===== src/design/lme_defines.svh =====
`ifndef LME_DEFINES_SVH
`define LME_DEFINES_SVH
// Notes on behaviour
// - Bit 0 is OR of link-error bitmap.
// - Bits 0, 1, 2 clear themselves.
// - Bit 1 follows all-station link failure.
// - Bit 2 is OR of remote-I/O bitmap.
// - Bit 3 flags an unregistered connected station.
// - Bit 3 latches at or above final station number.
// - Bit 4 latches bad rate switch until reset.
// - Bit 6 latches multi-station unit outside 49-64.
// - Bit 6 latches multi-station unit in four-point mode.
// - Bit 7 sets on non-volatile memory fault.
// - Bit 7 sets on write request outside edit mode.
// - Bit 8 sets when switches leave power-on value.
// - Bit 8 clears when switches match again.
// - Bit 15 sets on failed loop-back self-test.
// - Bit 15 clears only on power reset.
// - Fixed model identifier readable at index 0x1e.
// - Edit-mode status bit follows edit-mode selection.

// ==========================================================
// Register indices; byte address is four times the index.
`define LME_IDX_ERR 6'h1d
`define LME_IDX_MODEL 6'h1e
`define LME_IDX_CTRL 6'h20
`define LME_IDX_STAT 6'h21
`define LME_IDX_INT_STAT 6'h22
`define LME_IDX_INT_MASK 6'h23

// ==========================================================
// Field positions.
`define LME_CTRL_EE_WR 0
`define LME_CTRL_EDIT 1
`define LME_STAT_EDIT 0
`define LME_SW_FOURPT 0
`define LME_ERR_USED 16'h81df

// ==========================================================
// Reset values and limits.
`define LME_RST_16 16'h0000
`define LME_RST_32 32'h0000_0000
`define LME_RD_LO 7'h31
`define LME_RD_HI 7'h40
`define LME_RATE_BAD 2'h3
`define LME_CAP_DONE 2'h3
`define LME_CAP_TAKE 2'h2
`endif


===== src/design/lme_pkg.sv =====
package lme_pkg;

	// ==========================================================
	// Whole state of the error flag block.
	typedef struct packed {
		logic [7:0] sw_s1;
		logic [7:0] sw_s2;
		logic [7:0] sw_cap;
		logic [1:0] cap_cnt;
		logic [1:0] rate_s1;
		logic [1:0] rate_s2;
		logic oor_hi;
		logic rd_err;
		logic rate_err;
		logic ee_err;
		logic hw_err;
		logic [15:0] err_word;
		logic [15:0] int_stat;
		logic [15:0] int_mask;
		logic [1:0] ctrl;
		logic ee_req_d;
		logic ee_pulse;
		logic ack;
		logic [31:0] dat;
	} lme_state_t;

	// Wishbone request signals grouped together.
	typedef struct packed {
		logic cyc;
		logic stb;
		logic we;
		logic [7:0] adr;
		logic [3:0] sel;
		logic [31:0] dat;
	} lme_wb_req_t;

endpackage


===== src/design/lme_error_flags.sv =====
`timescale 1ns/100ps
`default_nettype none
`include "lme_defines.svh"

module lme_error_flags
	import lme_pkg::*;
#(
	parameter logic [15:0] MODEL_ID = 16'h5a5a // Arbitrary identifier value.
) (
	input wire logic clk,
	input wire logic sys_rst,
	input wire lme_wb_req_t wb_req,
	output logic [31:0] wb_dat_o,
	output logic wb_ack_o,
	output logic irq,
	input wire logic [63:0] link_err_map,
	input wire logic all_link_fail,
	input wire logic [63:0] rio_err_map,
	input wire logic oor_present,
	input wire logic [6:0] oor_station,
	input wire logic [6:0] final_station,
	input wire logic [1:0] rate_sw,
	input wire logic [7:0] op_switch,
	input wire logic rd_present,
	input wire logic [6:0] rd_station,
	input wire logic ee_fault,
	input wire logic ee_done,
	output logic ee_wr_req,
	input wire logic selftest_fail
);

	// ==========================================================
	// State registers.
	lme_state_t r_reg;
	lme_state_t r_next;

	logic [5:0] idx;
	logic acc;
	logic [15:0] wmask;

	// Word index and byte-lane write mask for the low half-word.
	assign idx = wb_req.adr[7:2];
	assign acc = wb_req.cyc && wb_req.stb;
	assign wmask = {{8{wb_req.sel[1]}}, {8{wb_req.sel[0]}}};

	// ==========================================================
	// Next-state logic.
	always_comb begin
		logic four_pt;
		logic cap_ok;
		logic wr;
		logic [15:0] e;
		logic [15:0] w1c;
		four_pt = 1'b0;
		cap_ok = 1'b0;
		wr = 1'b0;
		e = `LME_RST_16;
		w1c = `LME_RST_16;
		r_next = r_reg;

		// Two-stage synchronisers for switch pins.
		r_next.sw_s1 = op_switch;
		r_next.sw_s2 = r_reg.sw_s1;
		r_next.rate_s1 = rate_sw;
		r_next.rate_s2 = r_reg.rate_s1;

		// Switch snapshot is taken once the synchroniser holds pin values.
		cap_ok = (r_reg.cap_cnt == `LME_CAP_DONE);
		if (!cap_ok) begin
			r_next.cap_cnt = r_reg.cap_cnt + 2'h1;
		end
		if (r_reg.cap_cnt == `LME_CAP_TAKE) begin
			r_next.sw_cap = r_reg.sw_s2;
		end
		four_pt = cap_ok && r_reg.sw_cap[`LME_SW_FOURPT];

		// Station at or above the final number stays flagged until reset.
		if (oor_present && (oor_station >= final_station)) begin
			r_next.oor_hi = 1'b1;
		end

		// Unsupported rate code latches until reset.
		if (cap_ok && (r_reg.rate_s2 == `LME_RATE_BAD)) begin
			r_next.rate_err = 1'b1;
		end

		// Multi-station unit misplacement latches until reset.
		if (rd_present && ((rd_station < `LME_RD_LO) || (rd_station > `LME_RD_HI))) begin
			r_next.rd_err = 1'b1;
		end
		if (rd_present && four_pt) begin
			r_next.rd_err = 1'b1;
		end

		// Memory write request: forwarded in edit mode, refused otherwise.
		r_next.ee_req_d = r_reg.ctrl[`LME_CTRL_EE_WR];
		r_next.ee_pulse = 1'b0;
		if (ee_done) begin
			r_next.ee_err = 1'b0;
		end
		if (r_reg.ctrl[`LME_CTRL_EE_WR] && !r_reg.ee_req_d) begin
			if (r_reg.ctrl[`LME_CTRL_EDIT]) begin
				r_next.ee_pulse = 1'b1;
			end else begin
				r_next.ee_err = 1'b1;
			end
		end
		if (ee_fault) begin
			r_next.ee_err = 1'b1;
		end

		// Self-test failure latches until power reset.
		if (selftest_fail) begin
			r_next.hw_err = 1'b1;
		end

		// Assemble the error word from live causes and latches.
		e[0] = |link_err_map;
		e[1] = all_link_fail;
		e[2] = |rio_err_map;
		e[3] = r_next.oor_hi || (oor_present && (oor_station < final_station));
		e[4] = r_next.rate_err;
		e[6] = r_next.rd_err;
		e[7] = r_next.ee_err;
		e[8] = cap_ok && (r_reg.sw_s2 != r_reg.sw_cap);
		e[15] = r_next.hw_err;
		r_next.err_word = e & `LME_ERR_USED;

		// Bus write takes effect at the edge where ack is seen.
		wr = acc && wb_req.we && r_reg.ack;
		if (wr) begin
			unique case (idx)
				`LME_IDX_CTRL: begin
					if (wb_req.sel[0]) begin
						r_next.ctrl = wb_req.dat[1:0];
					end
				end
				`LME_IDX_INT_STAT: begin
					w1c = wb_req.dat[15:0] & wmask;
				end
				`LME_IDX_INT_MASK: begin
					r_next.int_mask = (r_reg.int_mask & ~wmask) | (wb_req.dat[15:0] & wmask);
				end
				default: begin
				end
			endcase
		end

		// Rising error bits set sticky status; a set beats a clear.
		r_next.int_stat = (r_reg.int_stat & ~w1c) | (r_next.err_word & ~r_reg.err_word);

		// One-cycle ack with read data registered alongside it.
		r_next.ack = acc && !r_reg.ack;
		r_next.dat = `LME_RST_32;
		if (acc && !r_reg.ack) begin
			unique case (idx)
				`LME_IDX_ERR: r_next.dat[15:0] = r_next.err_word;
				`LME_IDX_MODEL: r_next.dat[15:0] = MODEL_ID;
				`LME_IDX_CTRL: r_next.dat[1:0] = r_reg.ctrl;
				`LME_IDX_STAT: r_next.dat[`LME_STAT_EDIT] = r_reg.ctrl[`LME_CTRL_EDIT];
				`LME_IDX_INT_STAT: r_next.dat[15:0] = r_reg.int_stat;
				`LME_IDX_INT_MASK: r_next.dat[15:0] = r_reg.int_mask;
				default: r_next.dat = `LME_RST_32;
			endcase
		end
	end

	// ==========================================================
	// State register; power reset clears every latch, so nothing survives it.
	always_ff @(posedge clk or posedge sys_rst) begin
		if (sys_rst) begin
			r_reg <= '0;
		end else begin
			r_reg <= r_next;
		end
	end

	// Outputs.
	assign wb_dat_o = r_reg.dat;
	assign wb_ack_o = r_reg.ack;
	assign ee_wr_req = r_reg.ee_pulse;
	assign irq = |(r_reg.int_stat & r_reg.int_mask);
endmodule
`default_nettype wire


===== config.mk =====
export PLATFORM = sky130hd
export DESIGN_NAME = lme_error_flags
export DESIGN_NICKNAME = d
export VERILOG_FILES = /design/src/design/lme_pkg.sv /design/src/design/lme_error_flags.sv
export VERILOG_INCLUDE_DIRS = /design/src /design/src/design
export SDC_FILE = /design/constraint.sdc
export NUM_CORES = 1
export LEC_CHECK = 0
export BUFFER_PORTS_ARGS = -buffer_cell sky130_fd_sc_hd__buf_2
export CORE_MARGIN = 2
export CORE_UTILIZATION = 41
export CTS_BUF_LIST = sky130_fd_sc_hd__clkbuf_8
export DETAILED_ROUTE_END_ITERATION = 16
export MAX_ROUTING_LAYER = met4
export PLACE_DENSITY = 0.75
export SLEW_MARGIN = 20
export SYNTH_ARGS = -nofsm -noshare
export SYNTH_HDL_FRONTEND = slang
export SYNTH_SLANG_ARGS = --single-unit

===== constraint.sdc =====
create_clock -name clk -period 2.8 [get_ports clk]
set_input_delay 0.56 -clock clk [delete_from_list [all_inputs] [get_ports clk]]
set_output_delay 0.56 -clock clk [all_outputs]
set_load 0.02 [all_outputs]

# Word-level counts from Yosys, hierarchy flattened
# Index checks and enable logic that the tools add are counted.
[totals]
regBits = 113
inputBits = 214
output_inout_bits = 35
word_cells = 82
[op_classes]
n_addsub = 1
n_lt_le_gt_ge = 4
n_eq_ne = 10
n_mux = 17
n_bitwise = 10
reduce_logical = 21
[ops]
columns = ["op", "n"]
rows = [
  ["OR reduction 64 bit", 2],
  ["bitwise AND 16 bit", 5],
  ["case mux 14 bit (4 select lines)", 1],
  ["2-to-1 mux 16 bit", 3],
  ["inverter 16 bit", 3],
  ["OR 16 bit", 2],
  ["equality test 6 bit (second input constant)", 4],
  ["OR reduction 16 bit", 1],
  ["equality test 6 x 5 -> 1 bit (second input constant)", 2],
  ["logical AND 1 bit", 12],
  ["2-to-1 mux 1 bit", 11],
  ["case mux 1 bit (5 select lines)", 2],
  ["inequality test 8 bit", 1],
  [">= comparator 7 bit", 1],
  ["> comparator 7 bit (second input constant)", 1],
  ["less-than comparator 7 x 6 -> 1 bit (second input constant)", 1],
  ["less-than comparator 7 bit", 1],
  ["equality test 2 bit (second input constant)", 3],
  ["AND reduction 3 bit", 1],
  ["adder 2 x 1 -> 2 bit (second input constant)", 1],
  ["logical NOT 1 bit", 2],
  ["logical OR 1 bit", 2],
  ["AND reduction 2 bit", 1],
]

# Logic depth before layout (Yosys ltp)
[depth]
ltp_word = 7
depth_mapped = 7
mapped_depth_nobuf = 7

# Worst setup path before layout
# OpenSTA, ideal clock, no wires.
[synth_path]
path_type = "input-to-reg"
start = "in wb_req[41] in the netlist's numbering"
end = "reg r_reg[68] in the netlist's numbering"
setup_time_ns = 0.121
arrival_ns = 1.686
required_ns = 2.679
setup_slack_ns = 0.993
cell_stages = 7
path_buffers = 2
path_cell_list = "nor4b_4 > and2_0 > buf_4 > and3_1 > buf_4 > nand2_1 > a22o_1"
[synth_lines]
columns = ["item", "line", "rtl"]
rows = [
  ["from (decl)", "lme_error_flags.sv:12", "input wire lme_wb_req_t wb_req,"],
  ["to (signal assigned)", "lme_error_flags.sv:174", "r_reg <= r_next;"],
  ["to (decl)", "lme_error_flags.sv:34", "lme_state_t r_reg;"],
]

# Worst setup path after layout
[layout_path]
start = "reg r_reg[65] in the netlist's numbering"
end = "out irq"
[layout_between]
elab_chain_len = 2
[layout_rtl]
columns = ["item", "line", "rtl"]
rows = [
  ["bitwise AND 16 bit", "lme_error_flags.sv:182", "assign irq = |(r_reg.int_stat & r_reg.int_mask);"],
  ["OR reduction 16 bit", "lme_error_flags.sv:182", ""],
  ["to (decl)", "lme_error_flags.sv:15", "output logic irq,"],
]
# No other way between the ends.

==> flow_summary.ini <==
[run_status]
status = finished, final reports clean

[timing]
drv_slew = 0
hold_viol_final = 0
period_share = 0.7807
finalSetupTns_ns = 0
min_period_ns = 2.186
timing.fmax_mhz = 457.5
skew_ns = 0.008928
relSlewSlack = 0.4542
tightest_slew_ns = 0.8170
setup_viol = 0
rsz0062_at_grt = no

[yosys]
yosysTopAreaCellShare = 0.5410
syn_area_per_cell_sq_um = 11.66
ys_warn_count = 0
yosysUniqueCellTypes = 45
yosys_register_bits = 93
netlist_instances = 369
synth_edf_count = 0
async_reset_ff_frac = 1.000
ys.flop_type = dfrtp_1
yosysTopAreaCell = dfrtp_1
synthTopCellsByCount = dfrtp_1, buf_4, nor4_1
synth_area_sq_mm = 0.004302
synth_seq_area_share = 0.5410
yosysMostFrequentCell = dfrtp_1
synthTopCellsByArea = dfrtp_1, mux2_2, buf_4

[clock_tree]
root_buffer = clkbuf_8
cts-buffers-inserted = 9
cts_tree = yes
htree_levels = 3
clock-sinks = 93
insertion_delay_ns = 0.35
postCtsSetupRepairBufs = 0
cts_hold_buffers = 0
ctsResizeCount = 0
cts_buffer_depth = 2
path_clk_slew_ns = 0.09

[die]
die_h_um = 106.4
start_util = 0.4186
fp.coreArea_sq_mm = 0.01028
row_count = 37
die_area_sq_mm = 0.01133
die_w_um = 106.4
ios = 249

[global_route]
grt_usage = 0.2128
grt_antenna_before_repair = 1
grt_pass1_wl_um = 18240
overflow = 0
grt_pass1_vias = 3676
grt_max_degree = 44

[pwr]
p_per_area_mw_per_mm2 = 487.6
leakage_nw = 2.818
ir_drop_v = 0.0002345
total_power_mw = 2.732

[hold_path]
hp-class = input port to flip-flop

[worst_setup_path]
max_stage_delay_ns = 0.40
crit_chain = a22o_1, a221oi_1, nand4_1, buf_2
path_class = flip-flop to output port
worstPathMaxFanout = 3
cp-start-kind = flip-flop
slowest_stage = dfrtp_1
crit_arrival_ns = 1.63
required_ns = 2.24
critPathCaptureType = output port

[route]
drtIter0Drc = 214
drc_errors = 0
route.vias.total = 3594
ant_nets = 0
totalWireLength_um = 11300
post_drt_via_cell_ratio = 5.034
first_pass_iters = 4
wire_per_inst_um = 15.83

[final_layout]
drive_gt1_frac = 0.4679
fin_util = 0.5452
nets = 795
syn2layout_area_growth_pct = 30.25
finalNonFillerCells = 714

[job]
cap_violations = 0

[place]
port_buffers = 212
placed_cells = 697
dp_hpwl_um = 9153
place.gp.congestion = 0.8396
critical path, delay by kind of cell, from the launching register on:
| family | cells | cell delay [ns] |
|---|---|---|
| AND/OR/NAND/NOR | 1 | 0.17 |
| buffers and inverters | 1 | 0.19 |
| AO/OA/AOI/OAI | 2 | 0.51 |
| flip-flops | 1 | 0.40 |
where the power goes:
group          leakage (nW)  switching (mW)  internal (mW)
Sequential             1.14          0.0196           1.37
Combinational          1.56           0.136          0.139
Clock                 0.121           0.465          0.599
Total                  2.82           0.621           2.11
worst paths after layout:
path                         startpoint                         end  slack (ns)  depth (start not counted)
max                           r_reg[65]                         irq        0.61                          4
max in group asynchronous       sys_rst  asynchronous set/reset pin        1.78                          3
min in group asynchronous       sys_rst                  r_reg[103]        0.35                          2
min reg2reg                 r_next[107]                  r_reg[107]        0.35                          0
max reg2reg                    wb_ack_o                   r_reg[54]        1.03                          5
min                        op_switch[6]                 r_next[110]        0.30                          1
cell families after synthesis:
group | count (synthesis) | share of synthesized area
AOI/OAI and AO/OA | 64 | 0.1091
xor gates and xnor gates | 9 | 0.01833
adders and majority gates | 9 | 0.02618
buffers and inverters | 57 | 0.08377
DFF | 93 | 0.5410
muxes | 28 | 0.07592
other | 1 | 0.0008718
and+or+nand+nor | 108 | 0.1449
cells in the final DEF, fill, tap and decap left out, drive strengths merged, types with 11 or more instances in the layout:
master	instances
conb	16
inv	16
mux2	27
nor4	36
nand2	27
buf	218
a22oi	13
dfrtp	93
nor2	11
layer usage:
layer / track usage / vias to the layer above / part of all wire
met2: 0.3388 / 170 / 0.48
met5: - / - / 0
met3: 0.04598 / 10 / 0.088
met4: 0.04824 / 0 / 0.010
met1: 0.2821 / 1702 / 0.42
li1: - / 1712 / -
layout make-up:
class / instances / area, sq um
diodes: 1 / 2.502
clock buffers: 9 / 123.9
clock inverters: 7 / 122.6
fillers: 900 / 4674
inverters: 16 / 63.81
multi-input cells: 234 / 1674
flip-flops and latches: 93 / 2327
well taps: 136 / 170.2
repair buffers: 218 / 1119
stage by stage:
step	cell area, sq um	hold WS [ns]	worst slack [ns]
final	5603	0.3012	0.6140
after global routing	5603	0.2818	0.5339
after CTS	5597	0.2909	0.6013
after detailed placement	5350	0.3347	0.3944
after global placement	5350	0.3331	0.4532
after floorplan	4362	0.3312	0.9929
No activity file was read; power rests on OpenSTA's default activity.
